### config.mk
export PLATFORM = sky130hd
export DESIGN_NAME = cmmc_top
export DESIGN_NICKNAME = d
export VERILOG_FILES = /design/src/rtl/cmmc_pkg.sv /design/src/rtl/cmmc_store.sv /design/src/rtl/cmmc_decode.sv /design/src/rtl/cmmc_top.sv
export SDC_FILE = /design/constraint.sdc
export NUM_CORES = 2
export LEC_CHECK = 0
export ABC_AREA = 1
export ABC_CLOCK_PERIOD_IN_PS = 4200
export BUFFER_PORTS_ARGS = -buffer_cell sky130_fd_sc_hd__buf_2
export CAP_MARGIN = 20
export CORE_ASPECT_RATIO = 1.4
export CORE_UTILIZATION = 47
export DETAILED_ROUTE_END_ITERATION = 10
export SYNTH_ARGS = -nofsm -noshare
export SYNTH_HDL_FRONTEND = slang
export SYNTH_SLANG_ARGS = --single-unit
export TNS_END_PERCENT = 100
### constraint.sdc
create_clock -name mclk -period 4.2 [get_ports mclk]
set_clock_uncertainty 0.2 [all_clocks]
set_input_delay 0.21 -clock mclk [delete_from_list [all_inputs] [get_ports mclk]]
set_output_delay 0.21 -clock mclk [all_outputs]
set_load 0.02 [all_outputs]
### src/rtl/cmmc_pkg.sv
// Package: constants and helpers for the mailbox message control store
package cmmc_pkg;
  localparam int MB_COUNT = 16;
  localparam int MB_BYTES = 8;
  localparam int ADDR_W = 12;
  localparam logic [11:0] MC_LAST = 12'h1FC;
  localparam logic [11:0] SEL_OFS = 12'h200;
  localparam logic [11:0] DSTAT_OFS = 12'h204;
  localparam logic [11:0] DID_OFS = 12'h208;
  localparam int MB_LSB = 5;
  localparam int BIDX_LSB = 2;
  localparam logic [3:0] SEL_RESET = 4'h0;
  localparam logic [3:0] DLC_MAX = 4'h8;
  localparam int BYTE_LEN = 0;
  localparam int BYTE_FLAGS = 4;
  localparam int BYTE_ID_TOP = 5;
  localparam int BYTE_ID_LOW = 6;
  localparam int BYTE_ID_MID = 7;
  localparam int RTR_BIT = 4;
  localparam int IDE_BIT = 3;
  localparam int STD_ID_LSB = 18;
  localparam int DS_RTR = 4;
  localparam int DS_IDE = 5;
  localparam int DS_RAW_LSB = 8;
  localparam int DS_SEL_LSB = 12;
  localparam logic [1:0] RESP_OKAY = 2'h0;
  localparam logic [1:0] RESP_SLVERR = 2'h2;

  typedef logic [63:0] cmmc_entry_t;
  typedef enum {CMMC_MC, CMMC_SEL, CMMC_DSTAT, CMMC_DID, CMMC_NONE}
    cmmc_region_e;

  function automatic logic [7:0] cmmc_byte(cmmc_entry_t e, logic [2:0] n);
    return e[8*n +: 8];
  endfunction

  function automatic cmmc_region_e cmmc_region(logic [ADDR_W-1:0] a);
    logic [ADDR_W-1:0] w;
    w = {a[ADDR_W-1:2], 2'b00};
    if (w <= MC_LAST) return CMMC_MC;
    else if (w == SEL_OFS) return CMMC_SEL;
    else if (w == DSTAT_OFS) return CMMC_DSTAT;
    else if (w == DID_OFS) return CMMC_DID;
    else return CMMC_NONE;
  endfunction

  function automatic logic [3:0] cmmc_mb(logic [ADDR_W-1:0] a);
    return a[MB_LSB +: 4];
  endfunction

  function automatic logic [2:0] cmmc_bidx(logic [ADDR_W-1:0] a);
    return a[BIDX_LSB +: 3];
  endfunction
endpackage

### src/rtl/cmmc_store.sv
// Mailbox control RAM: one byte write port, two registered read ports
`timescale 1ns/10ps
module cmmc_store #(
  parameter int MB_COUNT = cmmc_pkg::MB_COUNT
) (
  input wire logic mclk,
  input wire logic wrEn,
  input wire logic [3:0] wrMb,
  input wire logic [2:0] wrByte,
  input wire logic [7:0] wrData,
  input wire logic [3:0] rdMbA,
  output cmmc_pkg::cmmc_entry_t rdEntryA,
  input wire logic [3:0] rdMbB,
  output cmmc_pkg::cmmc_entry_t rdEntryB
);
  // No reset: contents survive any reset and start undefined
  cmmc_pkg::cmmc_entry_t mem [MB_COUNT];

  always_ff @(posedge mclk)
  begin
    if (wrEn)
    begin
      mem[wrMb][8*wrByte +: 8] <= wrData;
    end
    rdEntryA <= mem[rdMbA];
    rdEntryB <= mem[rdMbB];
  end
endmodule // cmmc_store

### src/rtl/cmmc_decode.sv
// Field decoder: turns one mailbox entry into frame settings
`timescale 1ns/10ps
module cmmc_decode (
  input cmmc_pkg::cmmc_entry_t entry,
  output logic [3:0] rawDlc,
  output logic [3:0] length,
  output logic rtr,
  output logic ide,
  output logic [28:0] id
);
  logic [7:0] flags;
  logic [7:0] topByte;
  logic [7:0] midByte;
  logic [7:0] lowByte;
  logic [28:0] fullId;

  always_comb
  begin
    flags = cmmc_pkg::cmmc_byte(entry, 3'(cmmc_pkg::BYTE_FLAGS));
    topByte = cmmc_pkg::cmmc_byte(entry, 3'(cmmc_pkg::BYTE_ID_TOP));
    midByte = cmmc_pkg::cmmc_byte(entry, 3'(cmmc_pkg::BYTE_ID_MID));
    lowByte = cmmc_pkg::cmmc_byte(entry, 3'(cmmc_pkg::BYTE_ID_LOW));
    rawDlc = entry[3:0];
    // Remote frames reuse the same field as the requested length
    length = (rawDlc > cmmc_pkg::DLC_MAX) ? cmmc_pkg::DLC_MAX
             : rawDlc;
    rtr = flags[cmmc_pkg::RTR_BIT];
    ide = flags[cmmc_pkg::IDE_BIT];
    fullId = {topByte,
              flags[7:5],
              flags[1:0],
              midByte,
              lowByte};
    id = fullId;
    if (!ide)
    begin
      id[cmmc_pkg::STD_ID_LSB-1:0] = '0;
    end
  end
endmodule // cmmc_decode

### src/rtl/cmmc_top.sv
// Mailbox message control store with AXI4-Lite access and engine port
//
// Implementation choices: register access over AXI4-Lite and the register addresses.
`timescale 1ns/10ps
module cmmc_top (
  input wire logic mclk,
  input wire logic resetn,
  input wire logic awvalid,
  output logic awready,
  input wire logic [cmmc_pkg::ADDR_W-1:0] awaddr,
  input wire logic wvalid,
  output logic wready,
  input wire logic [31:0] wdata,
  input wire logic [3:0] wstrb,
  output logic bvalid,
  input wire logic bready,
  output logic [1:0] bresp,
  input wire logic arvalid,
  output logic arready,
  input wire logic [cmmc_pkg::ADDR_W-1:0] araddr,
  output logic rvalid,
  input wire logic rready,
  output logic [31:0] rdata,
  output logic [1:0] rresp,
  input wire logic [3:0] engMbSel,
  output logic [3:0] engLength,
  output logic engRtr,
  output logic engIde,
  output logic [28:0] engId
);
  typedef struct packed {
    logic awReady;
    logic awHave;
    logic [cmmc_pkg::ADDR_W-1:0] awAddr;
    logic wReady;
    logic wHave;
    logic [7:0] wByte;
    logic wLane0;
    logic bValid;
    logic [1:0] bResp;
    logic arReady;
    logic rPend;
    logic [cmmc_pkg::ADDR_W-1:0] rAddr;
    logic rValid;
    logic [31:0] rData;
    logic [1:0] rResp;
    logic [3:0] selMb;
    logic [3:0] engLen;
    logic engRtr;
    logic engIde;
    logic [28:0] engId;
  } cmmc_state_s;

  cmmc_state_s state_reg;
  cmmc_state_s state_next;

  logic ramWe;
  logic [3:0] ramWrMb;
  logic [2:0] ramWrByte;
  logic [3:0] ramRdMbA;
  cmmc_pkg::cmmc_entry_t entryA;
  cmmc_pkg::cmmc_entry_t entryB;
  logic [3:0] decARaw;
  logic [3:0] decALen;
  logic decARtr;
  logic decAIde;
  logic [28:0] decAId;
  logic [3:0] decBLen;
  logic decBRtr;
  logic decBIde;
  logic [28:0] decBId;
  logic doWrite;
  cmmc_pkg::cmmc_region_e wrRegion;
  cmmc_pkg::cmmc_region_e rdRegion;

  cmmc_store #(
    .MB_COUNT(cmmc_pkg::MB_COUNT)
  ) u_store (
    .mclk(mclk),
    .wrEn(ramWe),
    .wrMb(ramWrMb),
    .wrByte(ramWrByte),
    .wrData(state_reg.wByte),
    .rdMbA(ramRdMbA),
    .rdEntryA(entryA),
    .rdMbB(engMbSel),
    .rdEntryB(entryB)
  );

  cmmc_decode u_dec_bus (
    .entry(entryA),
    .rawDlc(decARaw),
    .length(decALen),
    .rtr(decARtr),
    .ide(decAIde),
    .id(decAId)
  );

  cmmc_decode u_dec_eng (
    .entry(entryB),
    .rawDlc(),
    .length(decBLen),
    .rtr(decBRtr),
    .ide(decBIde),
    .id(decBId)
  );

  assign wrRegion = cmmc_pkg::cmmc_region(state_reg.awAddr);
  assign rdRegion = cmmc_pkg::cmmc_region(state_reg.rAddr);
  assign doWrite = state_reg.awHave && state_reg.wHave && !state_reg.bValid;
  assign ramWe = doWrite && (wrRegion == cmmc_pkg::CMMC_MC)
                 && state_reg.wLane0;
  assign ramWrMb = cmmc_pkg::cmmc_mb(state_reg.awAddr);
  assign ramWrByte = cmmc_pkg::cmmc_bidx(state_reg.awAddr);
  // The read port follows a mailbox request address, else the select register; its word is used
  // only in the cycle right after the address is taken
  assign ramRdMbA = (cmmc_pkg::cmmc_region(araddr) == cmmc_pkg::CMMC_MC) ?
                    cmmc_pkg::cmmc_mb(araddr) : state_reg.selMb;

  always_comb
  begin
    state_next = state_reg;
    // Write address and data are taken in either order
    if (awvalid && state_reg.awReady)
    begin
      state_next.awHave = 1'b1;
      state_next.awAddr = awaddr;
    end
    if (wvalid && state_reg.wReady)
    begin
      state_next.wHave = 1'b1;
      state_next.wByte = wdata[7:0];
      state_next.wLane0 = wstrb[0];
    end
    if (state_reg.bValid && bready)
    begin
      state_next.bValid = 1'b0;
    end
    if (doWrite)
    begin
      state_next.awHave = 1'b0;
      state_next.wHave = 1'b0;
      state_next.bValid = 1'b1;
      state_next.bResp = cmmc_pkg::RESP_OKAY;
      case (wrRegion)
        cmmc_pkg::CMMC_MC: state_next.bResp = cmmc_pkg::RESP_OKAY;
        cmmc_pkg::CMMC_SEL:
        begin
          if (state_reg.wLane0)
          begin
            state_next.selMb = state_reg.wByte[3:0];
          end
        end
        default: state_next.bResp = cmmc_pkg::RESP_SLVERR;
      endcase
    end
    // Reads: address taken, storage read, then answer
    if (state_reg.rValid && rready)
    begin
      state_next.rValid = 1'b0;
    end
    if (arvalid && state_reg.arReady)
    begin
      state_next.rPend = 1'b1;
      state_next.rAddr = araddr;
    end
    if (state_reg.rPend)
    begin
      state_next.rPend = 1'b0;
      state_next.rValid = 1'b1;
      state_next.rData = '0;
      state_next.rResp = cmmc_pkg::RESP_OKAY;
      case (rdRegion)
        cmmc_pkg::CMMC_MC:
          state_next.rData[7:0] = cmmc_pkg::cmmc_byte(entryA,
                                  cmmc_pkg::cmmc_bidx(state_reg.rAddr));
        cmmc_pkg::CMMC_SEL: state_next.rData[3:0] = state_reg.selMb;
        cmmc_pkg::CMMC_DSTAT:
        begin
          state_next.rData[3:0] = decALen;
          state_next.rData[cmmc_pkg::DS_RTR] = decARtr;
          state_next.rData[cmmc_pkg::DS_IDE] = decAIde;
          state_next.rData[cmmc_pkg::DS_RAW_LSB +: 4] = decARaw;
          state_next.rData[cmmc_pkg::DS_SEL_LSB +: 4] = state_reg.selMb;
        end
        cmmc_pkg::CMMC_DID: state_next.rData[28:0] = decAId;
        default: state_next.rResp = cmmc_pkg::RESP_SLVERR;
      endcase
    end
    // Ready flags are registered so every bus output comes from a flop
    state_next.awReady = !state_next.awHave && !state_next.bValid;
    state_next.wReady = !state_next.wHave && !state_next.bValid;
    state_next.arReady = !state_next.rPend && !state_next.rValid;
    // Engine view: two cycles from mailbox select to settled fields
    state_next.engLen = decBLen;
    state_next.engRtr = decBRtr;
    state_next.engIde = decBIde;
    state_next.engId = decBId;
  end

  // Only control state is reset; mailbox storage keeps its content
  always_ff @(posedge mclk or negedge resetn)
  begin
    if (!resetn)
    begin
      state_reg <= '0;
      state_reg.selMb <= cmmc_pkg::SEL_RESET;
    end
    else
    begin
      state_reg <= state_next;
    end
  end

  assign awready = state_reg.awReady;
  assign wready = state_reg.wReady;
  assign bvalid = state_reg.bValid;
  assign bresp = state_reg.bResp;
  assign arready = state_reg.arReady;
  assign rvalid = state_reg.rValid;
  assign rdata = state_reg.rData;
  assign rresp = state_reg.rResp;
  assign engLength = state_reg.engLen;
  assign engRtr = state_reg.engRtr;
  assign engIde = state_reg.engIde;
  assign engId = state_reg.engId;
endmodule // cmmc_top

Word level (Yosys, flattened, before mapping)
Memory sizes are Yosys's and may differ from the RTL's. A register that Yosys moved wholly into a read port is not among the register bits.
Cells that the tools add are included.
{ "op_classes": {"n_addsub": 1, "order_cmp": 5, "eq_ne": 13, "shift": 3, "n_mux": 36, "n_reduce_logical": 25} }
{ "ops": {"columns": ["operator", "count"], "rows": [
  ["$logic_not 32->1", 4],
  ["$eq 10x8->1 const B", 9],
  ["$eq 32x1->1 const B", 2],
  ["$eq 32x2->1 const B", 2],
  ["$mux 64", 1],
  ["$shift 8x34->64 const A", 1],
  ["$shiftx 64x7->8", 1],
  ["$shiftx 8x34->64", 1],
  ["$mux 13", 3],
  ["$le 12x9->1 const B", 3],
  ["$mux 18", 2],
  ["$mux 3", 12],
  ["$mux 35", 1],
  ["$neg 6->34", 1],
  ["$mux 32", 1],
  ["$pmux 4 s4", 1],
  ["$pmux 8 s2", 1],
  ["$logic_and 1x1->1", 12],
  ["$mux 4", 3],
  ["$mux 10", 1],
  ["$gt 4x4->1 const B", 2],
  ["$logic_not 1->1", 6],
  ["$mux 1", 6],
  ["$pmux 2 s3", 1],
  ["5 further kinds", 6]
]} }
{ "word_totals": {"ff_bits": 113, "mem_bits_rw": 1024, "input_bits": 71, "output_inout_bits": 76, "elab_cells": 104, "memories": 1} }
{ "memory_table": {"columns": ["memory", "words", "word_bits", "rd", "rd_ports_with_merged_regs", "wr", "line", "rtl"], "rows": [
  ["u_store.mem", 16, 64, 2, 2, 1, "cmmc_store.sv:17", "cmmc_pkg::cmmc_entry_t mem [MB_COUNT];"]
]} }

Depth between registers and ports, before layout
{ "logic_depth": {"depth_word": 11, "ltp_mapped": 12, "depth_no_buf": 10} }

By module
From an unflattened synthesis, not the netlist that was laid out.
{ "unflattened": {"cells_unflattened": 7685, "hier_area_um2": 63916.3} }
{ "modules_own_cells": {"columns": ["mod", "instances", "cells_per_inst", "area_each_um2", "seq_area_each_um2"], "rows": [
  ["cmmc_store", 1, 6877, 57790.4, 33311.9],
  ["cmmc_top", 1, 680, 5462.7, 2677.6],
  ["cmmc_decode", 2, 64, 331.6, 0.0]
]} }

Worst setup path after synthesis
OpenSTA, ideal clock, no wires.
{ "synth_timing": {"kind": "register -> register", "start": "reg state_reg, in the netlist ramWrByte[0]", "end": "mem u_store.mem[0][33] (netlist name), data pin", "setup_ns": 0.327, "t_arrival_ns": 2.498, "required_ns": 3.673, "setup_slack_ns": 1.175, "path_stages_with_launch": 12, "n_path_buf": 2, "synth_period_minus_slack_ns": 3.025, "cell_sequence": "dfrtp_1 > inv_2 > ha_1 > ha_1 > buf_2 > inv_2 > nor2_1 > inv_2 > nor2_1 > inv_1 > clkbuf_1 > nor3_1"} }
{ "synth_via": {"elab_chain_len": 2} }
{ "synth_rtl": {"columns": ["element", "line", "rtl"], "rows": [
  ["start, declared", "cmmc_top.sv:54", "cmmc_state_s state_reg;"],
  ["start signal, assigned", "cmmc_top.sv:211", "state_reg <= state_next;"],
  ["$neg 6->34", "cmmc_store.sv:23", "mem[wrMb][8*wrByte +: 8] <= wrData;"],
  ["$shiftx 8x34->64", "cmmc_store.sv:23", null],
  ["end, declared", "cmmc_store.sv:17", null]
]} }
Every way passes these cells.

Worst setup path after layout
{ "layout_timing": {"start": "reg state_reg, in the netlist ramWrByte[0]", "end": "mem u_store.mem[10][54] (netlist name), enable pin"} }
{ "layout_via": {"elab_chain_len": 10, "word_cells_on_any_way": 15, "cone_classes": "add/sub: 1; order compare: 1; eq/ne: 3; shift: 1; mux: 6; reduce/logical: 3"} }
{ "layout_rtl": {"columns": ["element", "line"], "rows": [
  ["parallel branches: the longest is 9 deep, another holds $le 12x9->1", null],
  ["$mux 64 (implied by the code) (*)", "cmmc_store.sv:23"]
]} }
Every way passes the cells marked *.

==> load_flow_metrics.sql <==
INSERT INTO impl_metrics (metric_group, metric, value, unit) VALUES
('clocking', 'cts_root_buffer', 'sky130_fd_sc_hd__clkbuf_16', ''),
('logic_synthesis', 'syn-cell-area', '57800', 'um^2'),
('cells_and_area', 'largest_register_ff_count', '1024', ''),
('clocking', 'cts_setup_buffers', '0', ''),
('setup_path', 'cp_endpoint_kind', 'register', ''),
('setup_path', 'kind_of_cell_with_the_highest_combined_delay_on_the_critical_path', 'simple AND/OR/NAND/NOR gates', ''),
('clocking', 'clock_sink_count', '1230', ''),
('cells_and_area', 'biggestRegsByFlops', 'u_store.mem (1024), u_store.rdEntryA (64), u_store.rdEntryB (35)', ''),
('cells_and_area', 'fin_util', '54.0', '%'),
('grt', 'number_of_global_route_vias_before_repair', '42357', ''),
('pwr', 'power', '0.0316', 'W'),
('cells_and_area', 'layout_common_cells', '1394 x sky130_fd_sc_hd__nand3_1, 1169 x sky130_fd_sc_hd__nand2_1, 1110 x sky130_fd_sc_hd__inv_1', ''),
('min_path', 'worst_hold_path_type', 'in2reg', ''),
('timing', 'layout_setup_ws', '0.749', 'ns'),
('setup_path', 'worst_setup_path_start_kind', 'register', ''),
('cells_and_area', 'top_register', 'u_store.mem', ''),
('setup_path', 'critical_path_arrival', '3.62', 'ns'),
('route', 'vias_per_cell', '5.47', ''),
('pwr', 'cellPowerDensity', '483', 'nW/um^2'),
('route', 'routed_wl', '179000', 'um'),
('setup_path', 'critical_path_peak_fanout', '16', ''),
('route', 'drt_iter0_drc', '4334', ''),
('placed_design', 'finalWeightedCongestion', '0.937', ''),
('clocking', 'tritoncts', 'built', ''),
('clocking', 'cts_max_path_buffers', '3', ''),
('cells_and_area', 'ff_latch_area', '35400', 'um^2'),
('logic_synthesis', 'synth_cell_type_count', '36', ''),
('timing', 'setup_tns', '0', 'ns'),
('logic_synthesis', 'synthCells', '6279', ''),
('cells_and_area', 'final.fill_count', '10597', ''),
('setup_path', 'worst_path_largest_cell_delay', '0.74', 'ns'),
('grt', 'global_route_wire_length_before_repair', '266000', 'um'),
('job', 'drv.max_cap_violation_count', '0', ''),
('setup_path', 'critical_path_data_required_time', '4.37', 'ns'),
('setup_path', 'crit_type', 'reg2reg', ''),
('grt', 'grt_start_max_net_pins', '118', ''),
('logic_synthesis', 'synth-async-reset-ratio', '8.70', '%'),
('pwr', 'cellLeakagePower', '28.1', 'nW'),
('timing', 'timing.final.hold_violations', '0', ''),
('logic_synthesis', 'postSynthAreaPerCell', '9.21', 'um^2'),
('logic_synthesis', 'yosys_warnings', '0', ''),
('timing', 'period_minus_slack', '3.45', 'ns'),
('timing', 'fin_crit_sh', '82.2', '%'),
('placed_design', 'port_buffers', '110', ''),
('die', 'top_level_ports', '147', ''),
('cells_and_area', 'areaGrowthSynthToFinish', '13.3', '%'),
('timing', 'timing.final.max_slew_violations', '0', ''),
('logic_synthesis', 'ys.flop_type', 'sky130_fd_sc_hd__edfxtp_1', ''),
('cells_and_area', 'drive_gt1_share', '9.46', '%'),
('cells_and_area', 'mostFrequentLayoutCell', 'sky130_fd_sc_hd__nand3_1', ''),
('logic_synthesis', 'number_of_enable_flip_flop_cells_after_synthesis', '1024', ''),
('timing', 'timing.final.setup_violations', '0', ''),
('setup_path', 'critPathSlowestCell', 'sky130_fd_sc_hd__nor2_1', ''),
('clocking', 'cts.reportedPaths.clkPinSlew', '0.06', 'ns'),
('die', 'chipWidth', '298', 'um'),
('cells_and_area', 'multi_input_comb_area', '16100', 'um^2'),
('route', 'route.detailed.drc', '0', ''),
('grt', 'gr-usage-met3', '3.28', '%'),
('logic_synthesis', 'ys_ff_latch', '1230', ''),
('die', 'initial_utilization', '47.6', '%'),
('cells_and_area', 'fin_nets', '6468', ''),
('grt', 'grt_most_used_layer', 'met2', ''),
('grt', 'total_overflow_reported_by_the_global_router', '0', ''),
('die', 'fp.dieArea', '124000', 'um^2'),
('route', 'drt_pass1_iterations', '7', ''),
('timing', 'fmaxAchievable', '0.290', 'GHz'),
('timing', 'setup_repair_after_global_routing_missed_its_margin', 'false', ''),
('route', 'num_vias', '44365', ''),
('timing', 'worst_pin_slew', '0.985', 'ns'),
('route', 'wire_per_inst', '22.1', 'um'),
('status', 'outcome', 'complete, no violations', '');
==> power breakdown <==
group / internal (W) / total, W / leakage (nW) / switching (W)
Sequential: 0.0141 / 0.0146 / 12.5 / 0.000439
Combinational: 0.00152 / 0.00600 / 13.6 / 0.00447
Clock: 0.00630 / 0.0110 / 1.97 / 0.00474
Total: 0.0220 / 0.0316 / 28.1 / 0.00965
==> cells in the mapped netlist, types with 3 or more instances <==
master                     instances  area (um^2)
sky130_fd_sc_hd__nor2_2            4         25.0
sky130_fd_sc_hd__dfxtp_1          99         1980
sky130_fd_sc_hd__nand2_2           3         18.8
sky130_fd_sc_hd__a21oi_1         186          931
sky130_fd_sc_hd__o21ai_0         225         1130
sky130_fd_sc_hd__nor2_1          285         1070
sky130_fd_sc_hd__inv_2             8         30.0
sky130_fd_sc_hd__clkbuf_1        139          522
sky130_fd_sc_hd__nand2_1        1172         4400
sky130_fd_sc_hd__nor3_1           19         95.1
sky130_fd_sc_hd__dfrtp_1         107         2680
sky130_fd_sc_hd__buf_2           210         1050
sky130_fd_sc_hd__clkinv_1          5         18.8
sky130_fd_sc_hd__buf_4            71          533
sky130_fd_sc_hd__o211ai_1        140         1050
sky130_fd_sc_hd__inv_1          1112         4170
sky130_fd_sc_hd__nand3_1        1396         6990
sky130_fd_sc_hd__edfxtp_1       1024        30700
sky130_fd_sc_hd__buf_1            41          154
sky130_fd_sc_hd__nand4_1          11         68.8
==> routing by layer <==
metal,up-vias,share of wire (%)
li1,20852,-
met1,21181,36
met2,1861,50
met3,471,6.5
met4,0,6.7
met5,-,0
==> metrics by stage <==
stage	std cells	cell area (um^2)	hold slack (ns)
floorplan	6283	57900	-0.286
global placement	7808	60700	-0.0598
detailed placement	7809	60700	-0.0569
CTS	8104	65500	0.00302
global route	8105	65500	0.0953
finish	8105	65500	0.0432
==> worst reg2reg max path, delay by kind of cell (launching register included) <==
family / cells / cell delay [ns]
flip-flops: 1 / 0.42
adder cells (fa/ha/maj): 2 / 0.44
buffers and inverters: 2 / 0.34
AND/OR/NAND/NOR: 4 / 1.67
==> kinds of logic (layout without fill, tap and decap cells) <==
logic type,count (synthesis),count (layout),share of synthesized area (%)
simple gates,2896,2896,22.0
buf+inv,1587,1802,11.2
flops,1230,1230,61.2
compound gates,560,560,5.48
mux,3,3,0.0562
fa+ha+maj,2,2,0.0433
other cells,1,6,0.00648
==> layout make-up <==
type | instances | share of cell area [%]
sequential | 1230 | 54.0
multi-input combinational | 3466 | 24.6
inverter | 1125 | 6.45
timing repair buffer | 457 | 5.73
clock buffer | 146 | 4.83
tap | 1606 | 3.07
clock inverter | 74 | 1.32
antenna | 1 | 0.00382
==> repair_timing <==
item	in CTS	in global routing
hold endpoints to repair	162	0
setup endpoints to repair	0	0
hold buffers	75	0
==> worst paths after layout <==
kind | startpoint | end | slack (ns) | cells after the start
worst max-delay path | ramWrByte[0] | u_store.mem[10][54] | 0.75 | 8
worst min-delay path | rready | rvalid | 0.04 | 3
worst max register to register | ramWrByte[0] | u_store.mem[10][54] | 0.75 | 8
max in group asynchronous | resetn | rvalid | 2.96 | 4
worst min register to register | u_store.rdEntryB[43] | engId[24] | 0.12 | 0
min in group asynchronous | resetn | engId[24] | 0.33 | 4
No activity file was read; power rests on OpenSTA's default activity.
